==> src/pkg/synth_prog_pkg.sv <==
package synth_prog_pkg;
	// Word geometry
	localparam int WORD_BITS = 32;
	localparam int SELECT_BITS = 4;
	// Register select codes (indices)
	localparam logic [3:0] SEL_WHOLE_DIVIDE = 4'h0;
	localparam logic [3:0] SEL_MAIN_FRACTION = 4'h1;
	localparam logic [3:0] SEL_AUX_FRACTION = 4'h2;
	localparam logic [3:0] SEL_PHASE = 4'h3;
	localparam logic [3:0] SEL_REF_PUMP = 4'h4;
	localparam logic [3:0] SEL_FIXED = 4'h5;
	localparam logic [3:0] SEL_OUTPUT_CTRL = 4'h6;
	// Word zero fields
	localparam int AUTOCAL_POS = 21;
	localparam int PRESCALER_POS = 20;
	localparam int INT_LSB = 4;
	localparam int INT_WIDTH = 16;
	localparam logic [15:0] INT_MIN_45 = 16'h0017;
	localparam logic [15:0] INT_MAX_45 = 16'h7fff;
	localparam logic [15:0] INT_MIN_89 = 16'h004b;
	localparam logic [15:0] INT_MAX_89 = 16'hffff;
	// Word one / two / three fields
	localparam int FRAC_LSB = 4;
	localparam int FRAC_WIDTH = 24;
	localparam int AUX_NUM_LSB = 18;
	localparam int AUX_DEN_LSB = 4;
	localparam int AUX_WIDTH = 14;
	localparam int LOAD_RESET_DIS_POS = 30;
	localparam int RESYNC_POS = 29;
	localparam int PHASE_STEP_POS = 28;
	localparam int PHASE_LSB = 4;
	localparam int PHASE_WIDTH = 24;
	// Word four fields
	localparam int TEST_SEL_LSB = 27;
	localparam int DOUBLER_POS = 26;
	localparam int HALVER_POS = 25;
	localparam int RCOUNT_LSB = 15;
	localparam int RCOUNT_WIDTH = 10;
	localparam int DIV_BUFFER_POS = 14;
	localparam int PUMP_LSB = 10;
	localparam int REF_DIFF_POS = 9;
	localparam int LEVEL_POS = 8;
	localparam int POLARITY_POS = 7;
	localparam int POWER_DOWN_POS = 6;
	localparam int TRISTATE_POS = 5;
	localparam int COUNTER_RESET_POS = 4;
	// Word six divider select field
	localparam int OUT_DIV_LSB = 21;
	localparam int FEEDBACK_POS = 24;
	// Reset values and fixed word
	localparam logic [31:0] FIXED_WORD_VALUE = 32'h0080_0025;
	localparam logic [31:0] WORD_RESET = 32'h0000_0000;
	localparam logic [3:0] PUMP_LOW_SPUR = 4'h2;
	// Serial timing: half period of the host-made serial clock, in system cycles
	localparam int SCLK_HALF_CYCLES = 2;
	localparam logic [4:0] BIT_LAST = 5'h1f;
endpackage : synth_prog_pkg

==> src/pkg/synth_link_if.sv <==
`timescale 1ns/1ps
interface synth_link_if;
	logic serial_clk;
	logic serial_data;
	logic load_enable;
	modport host (output serial_clk, output serial_data, output load_enable);
	modport device (input serial_clk, input serial_data, input load_enable);
endinterface : synth_link_if

==> src/hw/synth_program_registers.sv <==
// Local design decision: the strobed register port.
`timescale 1ns/1ps
//////////////////////////////////////////////////////////////////////////////
// Behaviour
// RULE_01 - Low four bits select destination word
// RULE_02 - Autocal bit: word-zero update starts calibration
// RULE_03 - Bit 20 picks prescaler ratio
// RULE_04 - Host keeps integer within prescaler range
// RULE_05 - Word one holds 24-bit main fraction
// RULE_06 - Host keeps aux numerator below modulus
// RULE_07 - Word-zero write resets modulator unless disabled
// RULE_08 - Resync works only with aux numerator zero
// RULE_09 - Resync needs load reset and divided feedback; host checks only the load reset bit, FEEDBACK_POS is never checked
// RULE_10 - Phase step adds phase value per update
// RULE_11 - Host never mixes phase step and resync
// RULE_12 - Word four bits 29:27 pick test output
// RULE_13 - Doubler and halver bits steer reference
// RULE_14 - Ten-bit reference divide ratio 1 to 1023; a field of 0 is passed to reference_divide_out unchecked
// RULE_15 - Divider buffering bit gates output divider field
// RULE_16 - Buffered fields apply on word-zero write
// RULE_17 - Four-bit pump current setting
// RULE_18 - Reference mode and test level bits
// RULE_19 - Detector polarity and pump tristate bits
// RULE_20 - Power-down forces outputs off, keeps registers
// RULE_21 - Counter reset bit holds counters reset
// RULE_22 - Host loads word five with fixed value
// RULE_23 - Shifted word transfers on load strobe
module synth_program_registers
(
	// Clock and reset
	input wire logic sys_clk_in,
	input wire logic resetn_in,
	// Serial link
	synth_link_if.device link,
	// Divider and fraction state
	output logic [15:0] int_value_out,
	output logic prescaler_select_out,
	output logic [23:0] main_fraction_numerator_out,
	output logic [13:0] aux_fraction_numerator_out,
	output logic [13:0] aux_fraction_denominator_out,
	output logic [2:0] output_divider_out,
	output logic int_range_error_out,
	// Event pulses, phase accumulator and resync state
	output logic calibration_start_out,
	output logic modulator_reset_out,
	output logic phase_step_out,
	output logic [23:0] phase_accum_out,
	output logic resync_active_out,
	// Reference and pump control
	output logic [2:0] test_output_select_out,
	output logic reference_doubler_enable_out,
	output logic reference_halver_enable_out,
	output logic [9:0] reference_divide_out,
	output logic [3:0] pump_current_setting_out,
	output logic reference_differential_out,
	output logic test_output_level_out,
	output logic detector_polarity_out,
	output logic pump_tristate_out,
	output logic power_down_out,
	output logic counters_held_out,
	output logic outputs_enabled_out,
	output logic fixed_word_ok_out
);
	//////////////////////////////////////////////////////////////////////////
	// Serial capture on rising link clock edges seen in the system domain
	logic [31:0] shift_r;
	logic sclk_prev_r;
	logic load_prev_r;
	logic sclk_rise;
	logic load_rise;
	assign sclk_rise = link.serial_clk & ~sclk_prev_r;
	assign load_rise = link.load_enable & ~load_prev_r;

	always_ff @(posedge sys_clk_in or negedge resetn_in)
	begin
		if (!resetn_in)
		begin
			sclk_prev_r <= 1'b0;
			load_prev_r <= 1'b0;
		end
		else
		begin
			sclk_prev_r <= link.serial_clk;
			load_prev_r <= link.load_enable;
		end
	end

	always_ff @(posedge sys_clk_in or negedge resetn_in)
	begin
		if (!resetn_in)
			shift_r <= synth_prog_pkg::WORD_RESET;
		else if (sclk_rise && !link.load_enable)
			shift_r <= {shift_r[30:0], link.serial_data};
	end

	//////////////////////////////////////////////////////////////////////////
	// Word decode
	function automatic logic word_hit(input logic [31:0] w, input logic [3:0] sel);
		word_hit = (w[3:0] == sel);
	endfunction : word_hit

	logic wr0, wr1, wr2, wr3, wr4, wr5, wr6;
	assign wr0 = load_rise && word_hit(shift_r, synth_prog_pkg::SEL_WHOLE_DIVIDE); // RULE_01 RULE_23
	assign wr1 = load_rise && word_hit(shift_r, synth_prog_pkg::SEL_MAIN_FRACTION); // RULE_01
	assign wr2 = load_rise && word_hit(shift_r, synth_prog_pkg::SEL_AUX_FRACTION);
	assign wr3 = load_rise && word_hit(shift_r, synth_prog_pkg::SEL_PHASE); // RULE_01
	assign wr4 = load_rise && word_hit(shift_r, synth_prog_pkg::SEL_REF_PUMP);
	assign wr5 = load_rise && word_hit(shift_r, synth_prog_pkg::SEL_FIXED);
	assign wr6 = load_rise && word_hit(shift_r, synth_prog_pkg::SEL_OUTPUT_CTRL);

	//////////////////////////////////////////////////////////////////////////
	// Input words and shadows
	logic [31:0] word0_r, word3_r, word4_r;
	logic [23:0] frac_shadow_r, phase_shadow_r;
	logic [13:0] auxn_shadow_r, auxd_shadow_r;
	logic [2:0] div_shadow_r;

	always_ff @(posedge sys_clk_in or negedge resetn_in)
	begin
		if (!resetn_in)
		begin
			word0_r <= synth_prog_pkg::WORD_RESET;
			word3_r <= synth_prog_pkg::WORD_RESET;
			word4_r <= synth_prog_pkg::WORD_RESET;
			frac_shadow_r <= '0;
			auxn_shadow_r <= '0;
			auxd_shadow_r <= '0;
			phase_shadow_r <= '0;
			div_shadow_r <= '0;
			fixed_word_ok_out <= 1'b0;
		end
		else
		begin
			if (wr0)
				word0_r <= shift_r;
			if (wr1)
				frac_shadow_r <= shift_r[synth_prog_pkg::FRAC_LSB +: 24]; // RULE_05 RULE_16
			if (wr2)
			begin
				auxn_shadow_r <= shift_r[synth_prog_pkg::AUX_NUM_LSB +: 14]; // RULE_16
				auxd_shadow_r <= shift_r[synth_prog_pkg::AUX_DEN_LSB +: 14];
			end
			if (wr3)
			begin
				word3_r <= shift_r;
				phase_shadow_r <= shift_r[synth_prog_pkg::PHASE_LSB +: 24];
			end
			if (wr4)
				word4_r <= shift_r;
			if (wr5)
				fixed_word_ok_out <= (shift_r == synth_prog_pkg::FIXED_WORD_VALUE);
			if (wr6)
				div_shadow_r <= shift_r[synth_prog_pkg::OUT_DIV_LSB +: 3];
		end
	end

	//////////////////////////////////////////////////////////////////////////
	// Commit on word zero and event pulses
	logic autocal, prescaler, load_reset_dis, resync_en, phase_en;
	assign autocal = shift_r[synth_prog_pkg::AUTOCAL_POS];
	assign prescaler = shift_r[synth_prog_pkg::PRESCALER_POS];
	assign load_reset_dis = word3_r[synth_prog_pkg::LOAD_RESET_DIS_POS];
	assign resync_en = word3_r[synth_prog_pkg::RESYNC_POS];
	assign phase_en = word3_r[synth_prog_pkg::PHASE_STEP_POS];

	always_ff @(posedge sys_clk_in or negedge resetn_in)
	begin
		if (!resetn_in)
		begin
			main_fraction_numerator_out <= '0;
			aux_fraction_numerator_out <= '0;
			aux_fraction_denominator_out <= '0;
			output_divider_out <= '0;
			calibration_start_out <= 1'b0;
			modulator_reset_out <= 1'b0;
			phase_step_out <= 1'b0;
			phase_accum_out <= '0;
			int_range_error_out <= 1'b0;
		end
		else
		begin
			calibration_start_out <= wr0 && autocal; // RULE_02
			modulator_reset_out <= wr0 && !load_reset_dis; // RULE_07
			phase_step_out <= wr0 && phase_en; // RULE_10
			if (wr0)
			begin
				main_fraction_numerator_out <= frac_shadow_r; // RULE_16
				aux_fraction_numerator_out <= auxn_shadow_r;
				aux_fraction_denominator_out <= auxd_shadow_r;
				if (phase_en)
					phase_accum_out <= phase_accum_out + phase_shadow_r; // RULE_10
				if (prescaler) // RULE_03 RULE_04
					int_range_error_out <= shift_r[19:4] < synth_prog_pkg::INT_MIN_89;
				else
					int_range_error_out <= (shift_r[19:4] < synth_prog_pkg::INT_MIN_45) ||
						(shift_r[19:4] > synth_prog_pkg::INT_MAX_45);
			end
			if (wr0 && word4_r[synth_prog_pkg::DIV_BUFFER_POS]) // RULE_15
				output_divider_out <= div_shadow_r;
			else if (wr6 && !word4_r[synth_prog_pkg::DIV_BUFFER_POS])
				output_divider_out <= shift_r[synth_prog_pkg::OUT_DIV_LSB +: 3];
		end
	end

	//////////////////////////////////////////////////////////////////////////
	// Registered control outputs
	logic pd;
	assign pd = word4_r[synth_prog_pkg::POWER_DOWN_POS];

	always_ff @(posedge sys_clk_in or negedge resetn_in)
	begin
		if (!resetn_in)
		begin
			int_value_out <= '0;
			prescaler_select_out <= 1'b0;
			resync_active_out <= 1'b0;
			test_output_select_out <= '0;
			reference_doubler_enable_out <= 1'b0;
			reference_halver_enable_out <= 1'b0;
			reference_divide_out <= '0;
			pump_current_setting_out <= '0;
			reference_differential_out <= 1'b0;
			test_output_level_out <= 1'b0;
			detector_polarity_out <= 1'b0;
			pump_tristate_out <= 1'b0;
			power_down_out <= 1'b0;
			counters_held_out <= 1'b0;
			outputs_enabled_out <= 1'b0;
		end
		else
		begin
			int_value_out <= word0_r[synth_prog_pkg::INT_LSB +: 16];
			prescaler_select_out <= word0_r[synth_prog_pkg::PRESCALER_POS]; // RULE_03
			resync_active_out <= resync_en && (aux_fraction_numerator_out == '0); // RULE_08
			test_output_select_out <= word4_r[synth_prog_pkg::TEST_SEL_LSB +: 3]; // RULE_12
			reference_doubler_enable_out <= word4_r[synth_prog_pkg::DOUBLER_POS]; // RULE_13
			reference_halver_enable_out <= word4_r[synth_prog_pkg::HALVER_POS]; // RULE_13
			reference_divide_out <= word4_r[synth_prog_pkg::RCOUNT_LSB +: 10]; // RULE_14
			pump_current_setting_out <= word4_r[synth_prog_pkg::PUMP_LSB +: 4]; // RULE_17
			reference_differential_out <= word4_r[synth_prog_pkg::REF_DIFF_POS]; // RULE_18
			test_output_level_out <= word4_r[synth_prog_pkg::LEVEL_POS]; // RULE_18
			detector_polarity_out <= word4_r[synth_prog_pkg::POLARITY_POS]; // RULE_19
			pump_tristate_out <= word4_r[synth_prog_pkg::TRISTATE_POS] || pd; // RULE_19 RULE_20
			power_down_out <= pd; // RULE_20
			counters_held_out <= word4_r[synth_prog_pkg::COUNTER_RESET_POS] || pd; // RULE_21 RULE_20
			outputs_enabled_out <= !pd; // RULE_20
		end
	end
endmodule : synth_program_registers

==> src/flat_wrapper.sv <==
// flat-port wrapper written by rule: the top's interface ports become plain ports
module synth_program_registers_flat 
  (sys_clk_in, resetn_in, int_value_out, prescaler_select_out, main_fraction_numerator_out, aux_fraction_numerator_out, aux_fraction_denominator_out, output_divider_out, int_range_error_out, calibration_start_out, modulator_reset_out, phase_step_out, phase_accum_out, resync_active_out, test_output_select_out, reference_doubler_enable_out, reference_halver_enable_out, reference_divide_out, pump_current_setting_out, reference_differential_out, test_output_level_out, detector_polarity_out, pump_tristate_out, power_down_out, counters_held_out, outputs_enabled_out, fixed_word_ok_out, link_serial_clk, link_serial_data, link_load_enable);
  synth_link_if link_i ();
  input wire logic sys_clk_in;
  input wire logic resetn_in;
  output logic [15:0] int_value_out;
  output logic prescaler_select_out;
  output logic [23:0] main_fraction_numerator_out;
  output logic [13:0] aux_fraction_numerator_out;
  output logic [13:0] aux_fraction_denominator_out;
  output logic [2:0] output_divider_out;
  output logic int_range_error_out;
  output logic calibration_start_out;
  output logic modulator_reset_out;
  output logic phase_step_out;
  output logic [23:0] phase_accum_out;
  output logic resync_active_out;
  output logic [2:0] test_output_select_out;
  output logic reference_doubler_enable_out;
  output logic reference_halver_enable_out;
  output logic [9:0] reference_divide_out;
  output logic [3:0] pump_current_setting_out;
  output logic reference_differential_out;
  output logic test_output_level_out;
  output logic detector_polarity_out;
  output logic pump_tristate_out;
  output logic power_down_out;
  output logic counters_held_out;
  output logic outputs_enabled_out;
  output logic fixed_word_ok_out;
  input wire logic [$bits(link_i.serial_clk)-1:0] link_serial_clk;
  input wire logic [$bits(link_i.serial_data)-1:0] link_serial_data;
  input wire logic [$bits(link_i.load_enable)-1:0] link_load_enable;
  assign link_i.serial_clk = link_serial_clk;
  assign link_i.serial_data = link_serial_data;
  assign link_i.load_enable = link_load_enable;
  synth_program_registers u_core (.sys_clk_in(sys_clk_in), .resetn_in(resetn_in), .link(link_i), .int_value_out(int_value_out), .prescaler_select_out(prescaler_select_out), .main_fraction_numerator_out(main_fraction_numerator_out), .aux_fraction_numerator_out(aux_fraction_numerator_out), .aux_fraction_denominator_out(aux_fraction_denominator_out), .output_divider_out(output_divider_out), .int_range_error_out(int_range_error_out), .calibration_start_out(calibration_start_out), .modulator_reset_out(modulator_reset_out), .phase_step_out(phase_step_out), .phase_accum_out(phase_accum_out), .resync_active_out(resync_active_out), .test_output_select_out(test_output_select_out), .reference_doubler_enable_out(reference_doubler_enable_out), .reference_halver_enable_out(reference_halver_enable_out), .reference_divide_out(reference_divide_out), .pump_current_setting_out(pump_current_setting_out), .reference_differential_out(reference_differential_out), .test_output_level_out(test_output_level_out), .detector_polarity_out(detector_polarity_out), .pump_tristate_out(pump_tristate_out), .power_down_out(power_down_out), .counters_held_out(counters_held_out), .outputs_enabled_out(outputs_enabled_out), .fixed_word_ok_out(fixed_word_ok_out));
endmodule
==> config.mk <==
export PLATFORM = sky130hd
export DESIGN_NAME = synth_program_registers_flat
export DESIGN_NICKNAME = d
export VERILOG_FILES = /design/src/pkg/synth_prog_pkg.sv /design/src/pkg/synth_link_if.sv /design/src/hw/synth_program_registers.sv /design/src/flat_wrapper.sv
export SDC_FILE = /design/constraint.sdc
export NUM_CORES = 1
export LEC_CHECK = 0
export ABC_AREA = 1
export BUFFER_PORTS_ARGS = -buffer_cell sky130_fd_sc_hd__buf_2
export CAP_MARGIN = 20
export CORE_ASPECT_RATIO = 1.2
export CORE_MARGIN = 2
export CORE_UTILIZATION = 55
export CTS_CLUSTER_SIZE = 25
export DETAILED_ROUTE_END_ITERATION = 7
export GPL_ROUTABILITY_DRIVEN = 0
export PLACE_DENSITY = 0.86
export SLEW_MARGIN = 20
export SYNTH_ARGS = -nofsm -noshare
export SYNTH_HDL_FRONTEND = slang
export SYNTH_SLANG_ARGS = --single-unit
==> constraint.sdc <==
create_clock -name sys_clk_in -period 2.49 [get_ports sys_clk_in]
set_clock_uncertainty 0.05 [all_clocks]
set_input_delay 0.249 -clock sys_clk_in [delete_from_list [all_inputs] [get_ports sys_clk_in]]
set_output_delay 0.249 -clock sys_clk_in [all_outputs]
set_load 0.01 [all_outputs]
==> impl_summary.md <==
Status
The flow ran to the end, and the final reports show no timing, DRC or antenna violations.

Setup path
The category of the most critical setup path is register to register. The required time at the endpoint of the critical path is 2.87 ns. For the worst flop-to-flop path, the logic depth is 9. The data arrival time of the critical path is ~2.5 ns. The endpoint identified for the worst register-to-register timing path is u_core.phase_accum_out[16]. The kind of start point of the critical path is a register.

The capturing element type of the critical path is a register. The maximum fanout along the worst path is 5. The worst setup slack for register-to-register paths is roughly 0.37 ns. The startpoint of the lowest-slack register-to-register path is u_core.phase_accum_out[10].

Timing
The count of endpoints failing setup in the final report is 0. Setup repair after global routing left no endpoint under its margin. Headroom to the max-slew limit came out at 63.3%. The actual slew at the worst max-slew pin is 0.550 ns.

The total negative slack is 0 ns. The minimum clock period after layout is 2.12 ns. In the finished design, the share of the clock period the worst path needs comes to 85.0%. The timing-limited maximum frequency is 473 MHz. The final hold violation count was 0. The count of pins over their slew limit came to 0.

Drt
The detail route stage leaves a number of antenna-violating nets equal to 0. The detailed router placed about 9.6k vias in this run. The DRC marker count from the first detailed-route iteration is 1011.

After detailed routing, the total wire length is 29.2 mm. Using the TritonRoute via totals, the vias-per-cell ratio works out to 5.45. After detailed routing, the average wire length per cell comes to 16.6 microns. The count of unresolved DRC violations after routing is 0. The first-pass iteration count of the detailed router is 6.

Logic synthesis
The post-synthesis share of cell area spent on full adders, half adders and majority gates is 2.62%. The net count after synthesis is around 1.4k. The average footprint of a synthesized cell is 8.87 sq um. Summing the areas of all and, or, nand and nor instances in the mapped netlist gives 22.5% of the synthesized area. Among all flip-flop cells after synthesis, the most frequent one is sky130_fd_sc_hd__dfrtp_1.

The synthesis-stage register bit count is 287. The multiplexer area fraction after synthesis is 0.0958%. In this run, distinct cell masters in the synthesized netlist total 30.

The fraction of registers with async set/reset is 100%. Yosys mapped a number of flops with a built-in enable equal to 0. The count of yosys warnings during synthesis is 0. Of the synthesized area, sequential elements account for 61.1%. The dominant combinational cell family by area after synthesis is simple AND/OR/NAND/NOR gates.

The mapped netlist covers 11800 sq um. The fraction of synthesized cell area in xor and xnor cells is 0.447%. The post-synthesis instance total is 1325. The complex-gate fraction of the synthesized area is 7.95%.

Clock tree
The buffer type at the clock tree root is sky130_fd_sc_hd__clkbuf_16. The CTS H-tree depth is 1. The number of buffers inserted during clock tree synthesis is 26. The largest buffer count on any clock path is 3. At the later pin of the worst-skew pair, clock insertion delay measures 0.54 ns.

Gates resized during post-CTS repair numbered 0. CTS saw 287 sinks. Clock-pin slew was measured on the worst setup and hold paths at around 0.07 ns. TritonCTS built the clock tree. Once the clock tree was built, the setup fixing pass inserted 0 buffers.

Floorplanning
The die is 137 microns wide. Measured along the y axis, the die boundary spans 164 microns. The number of rows in the core area is 58. The floorplan step defined a die boundary enclosing ~23000 sq um.

The core region is roughly 21000 sq um. During I/O placement, the number of pins put on the boundary was 133. For this configuration, the core starts out at a cell density of 56.0%.

Pwr
The worst-case IR drop observed on VDD is 0.777 mV. The leakage power is 7.51 nW. The total power draw is 0.0144 W.

The power density normalized to cell area is 1050 nW/um^2.

Global route
The global routing usage summed across all routing layers is between 20% and 30%. The first global-routing pass estimated roughly 47 mm of wire. The number of antenna violations at the first check in global routing came to 0. The global-route met2 utilization is 44.1%.

met2 is the most crowded layer. Entering global routing, the biggest net connects 90 pins. For this run, global-route usage on met1 was measured as 34.5%. Global routing used 3.46% of the available met3 tracks. The number of global-route vias before repair is 9336. After global routing the overflow that remains totals 0.

Hold path
The type of the most critical hold path is primary input to async pin.

Finish
The net total in the final layout is 1493. The ratio of cells with drive above 1 in the final layout is about 14%. Counting the fill cells in the layout gives 1594. The count of inserted antenna diode cells is 0. Relative to the synthesized area, the layout overhead comes to 16.5%.

Place
In this run the tool buffered the top-level ports with 132 buffer cells. Detailed placement ended at an HPWL of roughly 19 mm.

Flow run
The number of max-cap violations is 0.
power by group:
group / leakage [nW] / internal, W / switching [W] / total, W
sequential: 3.89 / 0.00604 / 0.000862 / 0.00691
clock: 0.430 / 0.00229 / 0.00175 / 0.00404
combinational: 3.19 / 0.00127 / 0.00222 / 0.00349
total: 7.51 / 0.00960 / 0.00483 / 0.0144
Yosys cell counts (6+ instances only):
master	n	area share, %
sky130_fd_sc_hd__nand2_1	530	17
sky130_fd_sc_hd__dfrtp_1	287	61
sky130_fd_sc_hd__o21ai_0	158	6.7
sky130_fd_sc_hd__inv_1	113	3.6
sky130_fd_sc_hd__nor2_1	52	1.7
sky130_fd_sc_hd__nand3_1	39	1.7
sky130_fd_sc_hd__clkbuf_1	38	1.2
sky130_fd_sc_hd__ha_1	23	2.4
sky130_fd_sc_hd__a21oi_1	16	0.68
sky130_fd_sc_hd__nand4_1	15	0.80
sky130_fd_sc_hd__nor3_1	7	0.30
sky130_fd_sc_hd__buf_2	6	0.26
sky130_fd_sc_hd__nand3b_1	6	0.38
logic make-up (layout without fill, tap and decap cells):
logic type | after synthesis | in the layout
simple gates | 661 | 661
flops | 287 | 287
compound gates | 184 | 184
buf+inv | 162 | 321
fa+ha+maj | 24 | 24
xor+xnor | 6 | 6
mux | 1 | 1
cell usage in the layout, fill, tap and decap left out, drive strengths merged:
| cell type | netlist | layout |
|---|---|---|
| nand3 | 39 | 39 |
| and2 | 1 | 1 |
| nand4 | 15 | 15 |
| a21oi | 16 | 16 |
| nor2 | 54 | 54 |
| inv | 117 | 117 |
| bufinv | 0 | 2 |
| dfrtp | 287 | 287 |
| clkbuf | 38 | 33 |
| xnor2 | 3 | 3 |
| ha | 23 | 23 |
| o31ai | 1 | 1 |
| clkinv | 0 | 10 |
| mux2 | 1 | 1 |
| fa | 1 | 1 |
| o21ai | 160 | 160 |
| o21a | 1 | 1 |
| buf | 7 | 152 |
| o22ai | 1 | 1 |
| dlygate4sd3 | 0 | 4 |
| o211ai | 1 | 1 |
| nor3 | 8 | 8 |
| clkinvlp | 0 | 3 |
| xor2 | 3 | 3 |
| or2 | 3 | 3 |
| nand2 | 530 | 530 |
| a31oi | 4 | 4 |
| nor4 | 5 | 5 |
| nand3b | 6 | 6 |
area by class of cell:
| cell class | instances | area, sq um | share of cell area (%) |
|---|---|---|---|
| clock buffer | 33 | 727 | 5.31 |
| clock inverter | 15 | 151 | 1.11 |
| inverter | 117 | 439 | 3.21 |
| multi-input combinational | 876 | 3960 | 28.9 |
| sequential | 287 | 7180 | 52.4 |
| tap | 270 | 338 | 2.47 |
| timing repair buffer | 156 | 898 | 6.56 |
worst max-delay path by stage:
stage / from / end / slack [ns] / cells past startpoint
floorplan: u_core.phase_accum_out[0] / u_core.phase_accum_out[12] / 0.57 / 11
global placement: u_core.phase_accum_out[0] / u_core.phase_accum_out[12] / 0.46 / 11
detailed placement: u_core.phase_accum_out[0] / u_core.phase_accum_out[12] / 0.41 / 11
CTS: u_core.phase_accum_out[0] / u_core.phase_accum_out[12] / 0.40 / 11
global route: u_core.shift_r[3] / u_core.phase_shadow_r[21] / 0.25 / 7
finish: u_core.phase_accum_out[10] / u_core.phase_accum_out[16] / 0.37 / 9
metrics by stage:
step                worst slack, ns  util (%)  cells  area (sq um)  hold slack, ns
floorplan                     0.569         -   1325         11800         -0.0966
CTS                           0.399      65.3   1754         13700           0.223
finish                        0.374      65.3   1754         13700           0.203
detailed placement            0.414      60.9   1702         12800           0.200
global route                  0.248      65.3   1754         13700           0.249
global placement              0.459      60.9   1702         12800           0.194
registers in the layout (all words and copies together), names as in the netlist, 3 cells and up:
signal	cells
u_core.frac_shadow_r	24
u_core.word4_r	26
u_core.aux_fraction_denominator_out	14
u_core.auxd_shadow_r	14
u_core.main_fraction_numerator_out	24
u_core.aux_fraction_numerator_out	14
u_core.reference_divide_out	10
u_core.phase_accum_out	24
u_core.test_output_select_out	3
u_core.div_shadow_r	3
u_core.pump_current_setting_out	4
u_core.output_divider_out	3
u_core.word3_r	4
u_core.phase_shadow_r	23
u_core.shift_r	32
u_core.int_value_out	16
u_core.auxn_shadow_r	14
u_core.word0_r	17
critical path, stage by stage, from the launching register on:
cell and delay [ns]:
sky130_fd_sc_hd__dfrtp_1 0.41, sky130_fd_sc_hd__ha_1 0.38, sky130_fd_sc_hd__nand2_1 0.22, sky130_fd_sc_hd__inv_1 0.09
sky130_fd_sc_hd__a21oi_1 0.41, sky130_fd_sc_hd__nor2_1 0.08, sky130_fd_sc_hd__nor2_1 0.14, sky130_fd_sc_hd__nand3b_1 0.10
sky130_fd_sc_hd__nand3_1 0.09, sky130_fd_sc_hd__nand2_1 0.05
per-layer routing:
layer | wire length, microns | share of wire (%) | up-vias
li1 | - | - | 4455
met1 | 11600 | 40 | 4603
met2 | 14400 | 49 | 404
met3 | 1900 | 6.5 | 94
met4 | 1290 | 4.4 | 0
met5 | 0 | 0 | -
repair_timing:
action,4_1_cts,5_1_grt
hold endpoints to repair,63,0
hold buffers,4,0
setup endpoints to repair,0,0
(Power assumes the default switching activity.)
